**src/logic/mist_pkg.sv**
```systemverilog
// shared constants for the magnetometer interrupt and self-test block
package mist_pkg;
  // ---------------------------------------------------------------
  // register offsets
  // ---------------------------------------------------------------
  localparam logic [7:0] ADDR_X_LSB = 8'h42;
  localparam logic [7:0] ADDR_X_MSB = 8'h43;
  localparam logic [7:0] ADDR_Y_LSB = 8'h44;
  localparam logic [7:0] ADDR_Y_MSB = 8'h45;
  localparam logic [7:0] ADDR_Z_LSB = 8'h46;
  localparam logic [7:0] ADDR_Z_MSB = 8'h47;
  localparam logic [7:0] ADDR_R_LSB = 8'h48;
  localparam logic [7:0] ADDR_R_MSB = 8'h49;
  localparam logic [7:0] ADDR_INT_STATUS = 8'h4a;
  localparam logic [7:0] ADDR_OP_CTRL = 8'h4c;
  localparam logic [7:0] ADDR_INT_ENABLE = 8'h4d;
  localparam logic [7:0] ADDR_PIN_CTRL = 8'h4e;
  localparam logic [7:0] ADDR_LOW_FIELD_THRESHOLD = 8'h4f;
  localparam logic [7:0] ADDR_HIGH_FIELD_THRESHOLD = 8'h50;
  // ---------------------------------------------------------------
  // field positions
  // ---------------------------------------------------------------
  localparam int OPC_SELFTEST_BIT = 0;
  localparam int OPC_MODE_LO = 1;
  localparam int OPC_COIL_LO = 6;
  localparam int STS_LOW_X = 0;
  localparam int STS_LATCH = 1;
  localparam int STS_LOW_Y = 2;
  localparam int STS_LOW_Z = 3;
  localparam int STS_HIGH_X = 4;
  localparam int STS_HIGH_Y = 5;
  localparam int STS_OVF = 6;
  localparam int STS_HIGH_Z = 7;
  localparam int ENA_OVF = 6;
  localparam int PIN_INT_POL = 0;
  localparam int PIN_SAMPLE_READY_EVENT_POL = 2;
  localparam int PIN_INT_EN = 6;
  localparam int PIN_SAMPLE_READY_EVENT_EN = 7;
  // ---------------------------------------------------------------
  // reset values and codes
  // ---------------------------------------------------------------
  localparam logic [1:0] MODE_SLEEP = 2'b11;
  localparam logic [7:0] RST_OP_CTRL = 8'h06;
  localparam logic [7:0] RST_INT_ENABLE = 8'h3f;
  localparam logic [7:0] RST_PIN_CTRL = 8'h05;
  localparam logic [7:0] RST_THRESHOLD = 8'h00;
  localparam logic RST_LATCH = 1'b1;
  localparam logic [12:0] XY_OVF_CODE = 13'h1000;
  localparam logic [14:0] Z_OVF_CODE = 15'h4000;
  typedef enum logic [1:0] {
    MIST_COIL_OFF = 2'b00,
    MIST_COIL_RSVD = 2'b01,
    MIST_COIL_NEG = 2'b10,
    MIST_COIL_POS = 2'b11
  } mist_coil_t;
  typedef enum logic [1:0] {
    MIST_ST_IDLE = 2'b00,
    MIST_ST_RUN = 2'b01,
    MIST_ST_DONE = 2'b10
  } mist_st_state_t;
endpackage
```
**src/logic/mist_axis_cmp.sv**
```systemverilog
// threshold comparison for one signed axis value
`timescale 1ns/1ps
module mist_axis_cmp
  import mist_pkg::*;
#(
  parameter int W = 13,
  parameter bit SKIP_OVF = 1'b1
) (
  input wire logic [W-1:0] value,
  input wire logic [7:0] low_thr,
  input wire logic [7:0] high_thr,
  output logic low_hit,
  output logic high_hit
);
  logic signed [15:0] val_ext;
  logic signed [15:0] low_lvl;
  logic signed [15:0] high_lvl;
  logic is_ovf_code;

  assign val_ext = 16'(signed'(value));
  // both thresholds are scaled by 16 to meet the raw data range
  assign low_lvl = 16'(signed'({low_thr, 4'h0}));
  assign high_lvl = 16'(signed'({high_thr, 4'h0}));
  assign is_ovf_code = SKIP_OVF && (value == {1'b1, {(W-1){1'b0}}});
  // the saturated overflow code sits below any threshold; keep it out
  assign low_hit = (val_ext < low_lvl) && !is_ovf_code;
  assign high_hit = val_ext > high_lvl;
endmodule

```
**src/logic/mist_core.sv**
```systemverilog
// magnetometer interrupt engine and self-test control
// Operation
// - self-test end clears start bit and reports per-axis pass bits.
// - coil field 00 normal, 10 negative, 11 positive, 01 reserved.
// - coil current only during active measurement, in any operating mode.
// - six per-axis threshold sources and overflow set status bits at 0x4A.
// - interrupt pin carries threshold and overflow events only when enabled.
// - sample-ready event goes only to its own pin, when enabled.
// - six active-low per-axis enables gate the threshold detection.
// - status bits update with each new sample set written.
// - disabled source clears its status and pin after next measurement.
// - non-latched clears on next sample; latched clears on status read.
// - latch bit selects latched or non-latched for all but data ready.
// - data ready is non-latched: set on new set, cleared after readout.
// - polarity bits select active high (default) or active low.
// - pins are push-pull when enabled, floating otherwise.
// - each axis below low threshold sets its low status bit.
// - X or Y overflow code never raises a low-threshold event.
// - axis above high threshold times 16 sets its high status bit.
// - overflowed axis data saturates to its most negative value.
// - any overflow sets shared bit; pin only with overflow enable.
// - data ready clears when a data read's transaction closes.
`timescale 1ns/1ps
module mist_core
  import mist_pkg::*;
(
  input wire logic sys_clk,
  input wire logic nrst,
  input wire logic [7:0] reg_addr,
  input wire logic reg_wr,
  input wire logic [7:0] reg_wdata,
  input wire logic reg_rd,
  input wire logic txn_end,
  output logic [7:0] reg_rdata,
  input wire logic meas_active,
  input wire logic sample_valid,
  input wire logic [12:0] x_axis_value,
  input wire logic [12:0] y_axis_value,
  input wire logic [14:0] z_axis_value,
  input wire logic [13:0] plate_resistance_value,
  input wire logic [2:0] axis_ovf,
  input wire logic selftest_done,
  input wire logic [2:0] selftest_pass,
  output logic selftest_req,
  output logic coil_pos_on,
  output logic coil_neg_on,
  output logic int_out,
  output logic int_oe_n,
  output logic sample_ready_out,
  output logic sample_ready_oe_n
);
  // ---------------------------------------------------------------
  // control registers
  // ---------------------------------------------------------------
  logic [7:0] op_ctrl_reg;
  logic [7:0] int_enable_reg;
  logic [7:0] pin_ctrl_reg;
  logic [7:0] low_field_threshold_reg;
  logic [7:0] high_field_threshold_reg;
  logic latch_reg;
  logic [2:0] st_pass_reg;
  mist_st_state_t st_state_reg;
  mist_coil_t coil_test_field;
  logic [1:0] operating_mode_field;
  logic wr_op;
  logic st_finish;

  assign coil_test_field = mist_coil_t'(op_ctrl_reg[OPC_COIL_LO +: 2]);
  assign operating_mode_field = op_ctrl_reg[OPC_MODE_LO +: 2];
  assign wr_op = reg_wr && (reg_addr == ADDR_OP_CTRL);
  assign st_finish = (st_state_reg == MIST_ST_RUN) && selftest_done;

  always_ff @(posedge sys_clk) begin
    if (!nrst) begin
      op_ctrl_reg <= RST_OP_CTRL;
    end else begin
      if (wr_op) begin
        op_ctrl_reg <= reg_wdata;
      end
      // the coil field is left alone here: only a host write changes it
      if (st_finish) begin
        op_ctrl_reg[OPC_SELFTEST_BIT] <= 1'b0;
      end
    end
  end

  always_ff @(posedge sys_clk) begin
    if (!nrst) begin
      int_enable_reg <= RST_INT_ENABLE;
      pin_ctrl_reg <= RST_PIN_CTRL;
      low_field_threshold_reg <= RST_THRESHOLD;
      high_field_threshold_reg <= RST_THRESHOLD;
      latch_reg <= RST_LATCH;
    end else if (reg_wr) begin
      case (reg_addr)
        ADDR_INT_ENABLE: int_enable_reg <= reg_wdata;
        ADDR_PIN_CTRL: pin_ctrl_reg <= reg_wdata;
        ADDR_LOW_FIELD_THRESHOLD: low_field_threshold_reg <= reg_wdata;
        ADDR_HIGH_FIELD_THRESHOLD: high_field_threshold_reg <= reg_wdata;
        ADDR_INT_STATUS: latch_reg <= reg_wdata[STS_LATCH];
        default: ;
      endcase
    end
  end

  // ---------------------------------------------------------------
  // self-test sequencing
  // ---------------------------------------------------------------
  // the start bit is honoured in any mode; sleep entry is the host's duty
  always_ff @(posedge sys_clk) begin
    if (!nrst) begin
      st_state_reg <= MIST_ST_IDLE;
      st_pass_reg <= 3'h0;
      selftest_req <= 1'b0;
    end else begin
      selftest_req <= 1'b0;
      case (st_state_reg)
        MIST_ST_IDLE: begin
          if (op_ctrl_reg[OPC_SELFTEST_BIT]) begin
            st_state_reg <= MIST_ST_RUN;
            selftest_req <= 1'b1;
          end
        end
        MIST_ST_RUN: begin
          if (selftest_done) begin
            st_pass_reg <= selftest_pass;
            st_state_reg <= MIST_ST_DONE;
          end
        end
        MIST_ST_DONE: st_state_reg <= MIST_ST_IDLE;
        default: st_state_reg <= MIST_ST_IDLE;
      endcase
    end
  end

  // coil current follows the measurement phase, whatever the mode
  always_ff @(posedge sys_clk) begin
    if (!nrst) begin
      coil_pos_on <= 1'b0;
      coil_neg_on <= 1'b0;
    end else begin
      coil_pos_on <= meas_active && (coil_test_field == MIST_COIL_POS);
      coil_neg_on <= meas_active && (coil_test_field == MIST_COIL_NEG);
    end
  end

  // ---------------------------------------------------------------
  // data shadowing
  // ---------------------------------------------------------------
  // a sample arriving mid-read waits in the shadow so an axis never mixes
  logic rd_block_reg;
  logic shadow_pend_reg;
  logic [12:0] sh_x_reg;
  logic [12:0] sh_y_reg;
  logic [14:0] sh_z_reg;
  logic [13:0] sh_r_reg;
  logic [2:0] sh_ovf_reg;
  logic data_rd;
  logic blocked;
  logic commit;
  logic use_live;
  logic [12:0] c_x;
  logic [12:0] c_y;
  logic [14:0] c_z;
  logic [13:0] c_r;
  logic [2:0] c_ovf;

  assign data_rd = reg_rd && (reg_addr >= ADDR_X_LSB) && (reg_addr <= ADDR_R_MSB);
  assign blocked = (rd_block_reg || data_rd) && !txn_end;
  assign use_live = sample_valid && !blocked;
  assign commit = use_live || (txn_end && shadow_pend_reg);
  assign c_ovf = use_live ? axis_ovf : sh_ovf_reg;
  assign c_r = use_live ? plate_resistance_value : sh_r_reg;
  // saturate overflowed axes before they reach the compare or the registers
  assign c_x = c_ovf[0] ? XY_OVF_CODE : (use_live ? x_axis_value : sh_x_reg);
  assign c_y = c_ovf[1] ? XY_OVF_CODE : (use_live ? y_axis_value : sh_y_reg);
  assign c_z = c_ovf[2] ? Z_OVF_CODE : (use_live ? z_axis_value : sh_z_reg);

  always_ff @(posedge sys_clk) begin
    if (!nrst) begin
      rd_block_reg <= 1'b0;
      shadow_pend_reg <= 1'b0;
      sh_x_reg <= 13'h0;
      sh_y_reg <= 13'h0;
      sh_z_reg <= 15'h0;
      sh_r_reg <= 14'h0;
      sh_ovf_reg <= 3'h0;
    end else begin
      if (txn_end) begin
        rd_block_reg <= 1'b0;
      end else if (data_rd) begin
        rd_block_reg <= 1'b1;
      end
      if (sample_valid && blocked) begin
        shadow_pend_reg <= 1'b1;
        sh_x_reg <= x_axis_value;
        sh_y_reg <= y_axis_value;
        sh_z_reg <= z_axis_value;
        sh_r_reg <= plate_resistance_value;
        sh_ovf_reg <= axis_ovf;
      end else if (commit) begin
        shadow_pend_reg <= 1'b0;
      end
    end
  end

  // ---------------------------------------------------------------
  // data registers and data ready
  // ---------------------------------------------------------------
  logic [12:0] x_data_reg;
  logic [12:0] y_data_reg;
  logic [14:0] z_data_reg;
  logic [13:0] r_data_reg;
  logic sample_ready_event;

  always_ff @(posedge sys_clk) begin
    if (!nrst) begin
      x_data_reg <= 13'h0;
      y_data_reg <= 13'h0;
      z_data_reg <= 15'h0;
      r_data_reg <= 14'h0;
    end else if (commit) begin
      x_data_reg <= c_x;
      y_data_reg <= c_y;
      z_data_reg <= c_z;
      r_data_reg <= c_r;
    end
  end

  // a fresh set in the closing cycle wins over the readout clear
  always_ff @(posedge sys_clk) begin
    if (!nrst) begin
      sample_ready_event <= 1'b0;
    end else if (commit) begin
      sample_ready_event <= 1'b1;
    end else if (txn_end && rd_block_reg) begin
      sample_ready_event <= 1'b0;
    end
  end

  // ---------------------------------------------------------------
  // threshold and overflow status
  // ---------------------------------------------------------------
  logic [2:0] low_hit;
  logic [2:0] high_hit;
  logic [2:0] low_en;
  logic [2:0] high_en;
  logic [7:0] status_reg;
  logic [7:0] src_en;
  logic [7:0] new_hits;
  logic [7:0] status_next;
  logic sts_rd;

  mist_axis_cmp #(.W(13), .SKIP_OVF(1'b1)) u_cmp_x (
    .value(c_x),
    .low_thr(low_field_threshold_reg),
    .high_thr(high_field_threshold_reg),
    .low_hit(low_hit[0]),
    .high_hit(high_hit[0])
  );
  mist_axis_cmp #(.W(13), .SKIP_OVF(1'b1)) u_cmp_y (
    .value(c_y),
    .low_thr(low_field_threshold_reg),
    .high_thr(high_field_threshold_reg),
    .low_hit(low_hit[1]),
    .high_hit(high_hit[1])
  );
  mist_axis_cmp #(.W(15), .SKIP_OVF(1'b0)) u_cmp_z (
    .value(c_z),
    .low_thr(low_field_threshold_reg),
    .high_thr(high_field_threshold_reg),
    .low_hit(low_hit[2]),
    .high_hit(high_hit[2])
  );

  assign low_en = ~int_enable_reg[2:0];
  assign high_en = ~int_enable_reg[5:3];
  assign sts_rd = reg_rd && (reg_addr == ADDR_INT_STATUS);
  // overflow is always flagged in status; its enable only gates the pin
  assign src_en = {high_en[2], 1'b1, high_en[1], high_en[0], low_en[2], low_en[1], 1'b0, low_en[0]};
  assign new_hits = {high_hit[2], |c_ovf, high_hit[1], high_hit[0],
                     low_hit[2], low_hit[1], 1'b0, low_hit[0]} & src_en;

  always_comb begin
    status_next = status_reg;
    if (commit) begin
      if (!latch_reg || sts_rd) begin
        status_next = new_hits;
      end else begin
        status_next = (status_reg & src_en) | new_hits;
      end
    end else if (sts_rd && latch_reg) begin
      status_next = 8'h00;
    end
  end

  always_ff @(posedge sys_clk) begin
    if (!nrst) begin
      status_reg <= 8'h00;
    end else begin
      status_reg <= status_next;
    end
  end

  // ---------------------------------------------------------------
  // pins
  // ---------------------------------------------------------------
  logic int_active;
  logic [7:0] pin_mask;

  assign pin_mask = {1'b1, int_enable_reg[ENA_OVF], 6'h3f};
  assign int_active = |(status_reg & pin_mask);

  mist_pin_drv u_int_pin (
    .sys_clk(sys_clk),
    .nrst(nrst),
    .active(int_active),
    .pin_en(pin_ctrl_reg[PIN_INT_EN]),
    .polarity(pin_ctrl_reg[PIN_INT_POL]),
    .pin_out(int_out),
    .pin_oe_n(int_oe_n)
  );
  mist_pin_drv u_ready_pin (
    .sys_clk(sys_clk),
    .nrst(nrst),
    .active(sample_ready_event),
    .pin_en(pin_ctrl_reg[PIN_SAMPLE_READY_EVENT_EN]),
    .polarity(pin_ctrl_reg[PIN_SAMPLE_READY_EVENT_POL]),
    .pin_out(sample_ready_out),
    .pin_oe_n(sample_ready_oe_n)
  );

  // ---------------------------------------------------------------
  // register read path
  // ---------------------------------------------------------------
  always_ff @(posedge sys_clk) begin
    if (!nrst) begin
      reg_rdata <= 8'h00;
    end else if (reg_rd) begin
      case (reg_addr)
        ADDR_X_LSB: reg_rdata <= {x_data_reg[4:0], 2'b00, st_pass_reg[0]};
        ADDR_X_MSB: reg_rdata <= x_data_reg[12:5];
        ADDR_Y_LSB: reg_rdata <= {y_data_reg[4:0], 2'b00, st_pass_reg[1]};
        ADDR_Y_MSB: reg_rdata <= y_data_reg[12:5];
        ADDR_Z_LSB: reg_rdata <= {z_data_reg[6:0], st_pass_reg[2]};
        ADDR_Z_MSB: reg_rdata <= z_data_reg[14:7];
        ADDR_R_LSB: reg_rdata <= {r_data_reg[5:0], 1'b0, sample_ready_event};
        ADDR_R_MSB: reg_rdata <= r_data_reg[13:6];
        ADDR_INT_STATUS: reg_rdata <= {status_reg[7:2], latch_reg, status_reg[0]};
        ADDR_OP_CTRL: reg_rdata <= op_ctrl_reg;
        ADDR_INT_ENABLE: reg_rdata <= int_enable_reg;
        ADDR_PIN_CTRL: reg_rdata <= pin_ctrl_reg;
        ADDR_LOW_FIELD_THRESHOLD: reg_rdata <= low_field_threshold_reg;
        ADDR_HIGH_FIELD_THRESHOLD: reg_rdata <= high_field_threshold_reg;
        default: reg_rdata <= 8'h00;
      endcase
    end
  end
endmodule

```
**src/logic/mist_pin_drv.sv**
```systemverilog
// push-pull interrupt pin with polarity and float control
`timescale 1ns/1ps
module mist_pin_drv (
  input wire logic sys_clk,
  input wire logic nrst,
  input wire logic active,
  input wire logic pin_en,
  input wire logic polarity,
  output logic pin_out,
  output logic pin_oe_n
);
  always_ff @(posedge sys_clk) begin
    if (!nrst) begin
      pin_out <= 1'b0;
      pin_oe_n <= 1'b1;
    end else begin
      pin_out <= polarity ? active : !active;
      pin_oe_n <= !pin_en;
    end
  end
endmodule

```
**config.mk**
```make
export PLATFORM = sky130hd
export DESIGN_NAME = mist_core
export DESIGN_NICKNAME = d
export VERILOG_FILES = /design/src/logic/mist_pkg.sv /design/src/logic/mist_axis_cmp.sv /design/src/logic/mist_core.sv /design/src/logic/mist_pin_drv.sv
export SDC_FILE = /design/constraint.sdc
export NUM_CORES = 1
export LEC_CHECK = 0
export BUFFER_PORTS_ARGS = -buffer_cell sky130_fd_sc_hd__buf_2
export CAP_MARGIN = 20
export CELL_PAD_IN_SITES_DETAIL_PLACEMENT = 0
export CELL_PAD_IN_SITES_GLOBAL_PLACEMENT = 1
export CORE_MARGIN = 3
export CORE_UTILIZATION = 49
export CTS_BUF_LIST = sky130_fd_sc_hd__clkbuf_8
export DETAILED_ROUTE_END_ITERATION = 16
export PLACE_DENSITY_LB_ADDON = 0.25
export RECOVER_POWER = 25
export SLEW_MARGIN = 20
export SYNTH_ARGS = -nofsm -noshare
export SYNTH_HDL_FRONTEND = slang
export SYNTH_HIERARCHICAL = 1
export SYNTH_SLANG_ARGS = --single-unit
```
**constraint.sdc**
```tcl
create_clock -name sys_clk -period 6.16 [get_ports sys_clk]
set_input_delay 1.232 -clock sys_clk [delete_from_list [all_inputs] [get_ports sys_clk]]
set_output_delay 1.232 -clock sys_clk [all_outputs]
set_load 0.05 [all_outputs]
```
# == Word-level counts from Yosys, hierarchy flattened ==
# Index checks and enable logic that the tools add are counted.
# totals
regBits,185
in_bits,85
wordCells,131
# classes
n_lt_le_gt_ge,8
eq_ne,21
n_mux,22
bitwise_logic,7
reduce_logical,43
# op_table
cell,count
$eq 8x7->1 const B,14
$pmux 8 s14,1
$mux 13,4
$mux 15,2
$eq 13x13->1 const B,2
$gt 13x12->1,2
$lt 13x12->1,2
$and 8x8->8,3
$mux 8,3
$reduce_and 2->1,8
$gt 15x12->1,1
$logic_and 1x1->1,15
$lt 15x12->1,1
$mux 14,1
$logic_not 1->1,9
$ge 8x7->1 const B,1
$le 8x7->1 const B,1
$or 8x8->8,1
$reduce_or 8->1,1
$mux 1,7
$not 3->3,2
$reduce_bool 2->1,3
$eq 2x2->1 const B,2
$mux 2,2
other kinds (9),13

# == Longest topological paths before layout ==
# depth
ltp_word,16
depth_mapped,14
ltp_nobuf,14

# == Modules after synthesis ==
# Netlist, hierarchy kept.
# by_module_without_submodules
module,instances,cells_per_inst,area_each_um2
mist_core,1,1132,8662.1
mist_axis_cmp (u_cmp_x ...),2,64,483.0
mist_axis_cmp (u_cmp_z),1,72,548.0
mist_pin_drv,2,5,58.8

# == Worst setup path before layout ==
# No wires, ideal clock.
# synth_timing
path_kind,input-to-reg
start,input port reg_addr[7]
end,register status_reg[5]
setup_ns,0.125
t_arrival_ns,3.900
setup_slack_ns,2.135
stages,12
n_path_buf,1
path_cell_list,nor4b_4 a41o_1 a21oi_2 clkbuf_1 o21ai_0 ha_1 a21o_1 a2111oi_0 o31a_1 a221oi_1 inv_1 o32ai_1
# synth_between
elab_chain_len,14
# synth_lines
element,line_no,rtl
"start, declared",mist_core.sv:29,"input wire logic [7:0] reg_addr,"
$ge 8x7->1,mist_core.sv:168,assign data_rd = reg_rd && (reg_addr >= ADDR_X_LSB) && (reg_addr <= ADDR_R_MSB);
$logic_and 1x1->1,mist_core.sv:168,
$logic_and 1x1->1 *,mist_core.sv:168,
$logic_or 1x1->1 *,mist_core.sv:169,assign blocked = (rd_block_reg || data_rd) && !txn_end;
$logic_and 1x1->1 *,mist_core.sv:169,
$logic_not 1->1 *,mist_core.sv:170,assign use_live = sample_valid && !blocked;
$logic_and 1x1->1 *,mist_core.sv:170,
$mux 13 / $mux 3 (equally long branches),"mist_core.sv:176, mist_core.sv:172",
$mux 13 *,mist_core.sv:176,assign c_y = c_ovf[1] ? XY_OVF_CODE : (use_live ? y_axis_value : sh_y_reg);
via c_y[10],mist_core.sv:163,logic [12:0] c_y;
$gt 13x12->1 *,mist_axis_cmp.sv:27,assign high_hit = val_ext > high_lvl;
via high_hit[1],mist_core.sv:245,logic [2:0] high_hit;
$and 8x8->8 *,mist_core.sv:282,"low_hit[2], low_hit[1], 1'b0, low_hit[0]} & src_en;"
$or 8x8->8,mist_core.sv:290,status_next = (status_reg & src_en) | new_hits;
$mux 8 *,mist_core.sv:287,if (!latch_reg || sts_rd) begin
$mux 8 *,mist_core.sv:286,if (commit) begin
"end signal, assigned",mist_core.sv:301,status_reg <= status_next;
"end, declared",mist_core.sv:248,logic [7:0] status_reg;
# Mark *: on every way through the listed nets, which the timed path passes. The rest lies on a longest branch.
# A chain may end at the register's enable or synchronous reset.

# == Worst setup path after layout ==
# layout_timing
start,input port reg_addr[7]
end,register sh_x_reg[7]
# layout_between
elab_chain_len,6
# layout_lines
element,line_no,rtl
$ge 8x7->1,mist_core.sv:168,
$logic_and 1x1->1,mist_core.sv:168,
$logic_and 1x1->1 *,mist_core.sv:168,
$logic_or 1x1->1 *,mist_core.sv:169,
$logic_and 1x1->1 *,mist_core.sv:169,
$logic_and 1x1->1 *,mist_core.sv:194,if (sample_valid && blocked) begin
"end signal, assigned",mist_core.sv:196,sh_x_reg <= x_axis_value;
"end, declared",mist_core.sv:153,logic [12:0] sh_x_reg;
# Mark *: on every way between the ends. The rest lies on a longest branch, timed or not.

==> run summary <==
Hpwl dp: 25000 um
Clock power share: 38.6%
Synth Register Bits: 184
Total of max-cap violations: 4
EDFF count, synth: 0
CTS-repair resized insts: 0
Worst EP required: 6.56 ns
Metal3 WL: 3170 um
Largest net degree at the start of global routing: 94
DR top layer: met4
Final slew viol count: 232
Synth Area in XOR/XNOR: 0.170%
Initial antenna violation count: 0
Max-Slew Margin vs Limit: -82.3%
Worst Skew: 0.0188 ns
Sinks on Clock Net: 184
Worst Max-Slew Pin Slew: 2.73 ns
Syn avg cell area: 7.67 sq um
Cell-internal power: 0.00178 W
PnR Total Power: 0.00248 W
Gp weighted congestion: 0.984
Status: finished with violations
Worst-skew pair later-pin latency: 0.49 ns
Post-Synth Adder-Cell Area: 6.69%
Worst Hold Depth: 1
Net Sw Frac: 28.3%
Area growth, synth to finish: 9.78%
Reg power frac: 49.7%
Async SR Flop Fraction: 0%
Crit path launch type: input port
Top cells by area, synth: dfxtp_1 36%, nand2_1 9.6%, o21ai_0 7.0%
Simple-gate share of the synthesized area: 24.4%
Via count: 9969
Synth top area share: 35.8%
Crit-path max FO: 68
Syn Inst Count: 1342
CTS Hold Bufs: 0
Crit path launch: reg_addr[7]
First-pass GRT wire length: 52100 um
Psw: 0.000701 W
Core area: 20400 sq um
Arrival time at the worst endpoint: 5.31 ns
Vias in the first global route: 9036
Share of cells above drive strength 1: 11.3%
CTS tree: done
Setup TNS: 0 ns
Die Ht: 151 um
Met1 WL: 14800 um
Post-synthesis cell area: 10300 sq um
# fillers: 2006
Ports: 100
DR vias/cell: 5.96
1st-pass router iterations: 5
GR Overflow Total: 0
Max clock buf depth: 2
Hold/Removal Path Class: flop to flop
Initial core utilization: 50.4%
Final Util: 55.3%
Antenna Cells: 0
Final Hold Vio Count: 0
Nets@finish: 1531
Worst-path clk slew: 0.11 ns
HP Start: pin_ctrl_reg[6]
Met2 WL: 15400 um
CTS H-tree lvls: 4
Largest family of logic cells by synthesized area: simple AND/OR/NAND/NOR gates
Failing checks: max-capacitance violations, max-slew violations
Post-route minimum period: 4.91 ns
Die W: 151 um
Syn_nets: 1482
Placed cell count: 1642
Num rows: 52
Setup crit end kind: flop
Post-CTS Setup Inserts: 0
Fin cells: 1674
Final period utilization: 79.8%
Warnings, synthesis: 6
Synth cell types: 73
Mux contribution to synthesized area: 4.85%
Finish-stage setup viols: 0
Die Area: 22800 sq um
Dominant cell type by area after synthesis: dfxtp_1
Cell Pwr Density: 219 nW/um^2
Worst r2r path cells: 6
All-Layer GR Usage: 30.1%
Drt drc: 0
CTS buffer count: 17
Synth Area in Compound Gates: 21.7%
Leak pwr: 4.34 nW
F_max: 203 MHz
Critical path class: input port to flop
Ys flop type: dfxtp_1
Placement-stage cell area: 10900 sq um
Sequential cell area fraction in the yosys report: 35.8%
RSZ-0062 raised after global routing: no
Wirelength per Cell: 20.6 um
I/O Buffers: 99
Finished Cell Area: 11300 sq um
Worst r2r src: rd_block_reg
Combinational power share: 11.7%
Post-route ant nets: 0
Peak supply drop: 0.121 mV
Final WL: 34500 um
First DRT Iteration DRCs: 864
Root Buffer Master: clkbuf_8
[worst max-delay path: stages]
cell and delay, ns:
clkbuf_1 0.11, nor4b_1 0.35, buf_4 0.29, a41oi_1 0.30
nor3_4 0.19, clkbuf_1 1.87, buf_4 0.67, nand3_1 0.12
o21ai_0 0.13
[cells in the mapped netlist (all sizes together), types with 4 or more instances]
master,count
a211oi,12
o21ai,159
nor3b,4
nor2b,14
nor4,9
o32ai,8
a22o,6
nand3,79
a21o,5
a311oi,15
buf,22
mux2,7
nor3,13
a22oi,19
a221oi,7
a32oi,4
o22ai,9
clkbuf,63
o31a,4
and2,8
nand2b,44
nor2,62
nand4,16
inv,78
dfxtp,184
ha,55
mux2i,42
a21oi,83
nand2,263
[final timing paths]
path                                            to  slack (ns)
worst min register to register  u_int_pin/pin_oe_n        0.43
worst max-delay path                   sh_x_reg[7]        1.25
worst min-delay path            u_int_pin/pin_oe_n        0.43
worst max register to register         sh_x_reg[7]        2.50
[logic make-up after synthesis]
family                     after synthesis
AOI/OAI and AO/OA                      361
xor gates and xnor gates                 2
adders and majority gates               55
buffers and inverters                  163
DFF                                    184
muxes                                   49
and+or+nand+nor                        528
[power groups by stage]
| stage | sequential, W | clock (W) | combinational (W) |
|---|---|---|---|
| after floorplan | 0.00125 | 0 | 0.000183 |
| after global placement | 0.00126 | 0 | 0.000284 |
| after detailed placement | 0.00126 | 0 | 0.000286 |
| after CTS | 0.00123 | 0.000967 | 0.000287 |
| after global routing | 0.00123 | 0.00101 | 0.000319 |
| final | 0.00123 | 0.000955 | 0.000290 |
[cells in the final DEF, fill, tap and decap left out, types with 5 or more instances in the layout]
master      n
o21ai_0   145
nand3_1    76
dfxtp_1   184
inv_6       5
a21oi_1    82
o22ai_1     9
clkbuf_8   18
mux2_2      7
a22oi_1    19
a221oi_1    6
nor2b_1    14
o21ai_1    13
buf_2      82
and2_1      6
nor2_1     62
nand2b_1   44
nor3_1     12
nor4_1      5
a211oi_1    8
nand2_1   261
inv_1      78
a22o_1      6
mux2i_1    42
buf_4      14
nand4_1    16
clkbuf_1   19
a311oi_1   15
ha_1       55
o32ai_1     8
[final cells by class]
type	instances	area [sq um]	area share [%]
Inverter	78	293	2.59
Sequential cell	184	3680	32.6
Clock buffer	18	248	2.19
Multi-Input combinational cell	995	5940	52.6
Tap cell	270	338	2.99
Timing Repair Buffer	115	587	5.19
Clock inverter	14	208	1.84
[per-layer routing]
metal  track usage [%]  vias up
met3              8.38       70
met2              46.5      409
met4              9.93        0
met5                 0        -
met1              40.6     4674
li1                  -     4816
[stage by stage]
| stage | hold WS [ns] | setup slack, ns |
|---|---|---|
| finish | 0.426 | 1.25 |
| global route | 0.440 | 0.748 |
| CTS | 0.427 | 1.73 |
| detailed placement | 0.402 | 1.22 |
| global placement | 0.402 | 1.34 |
| floorplan | 0.377 | 2.13 |
Note: power is estimated with default switching activity, not from simulation.
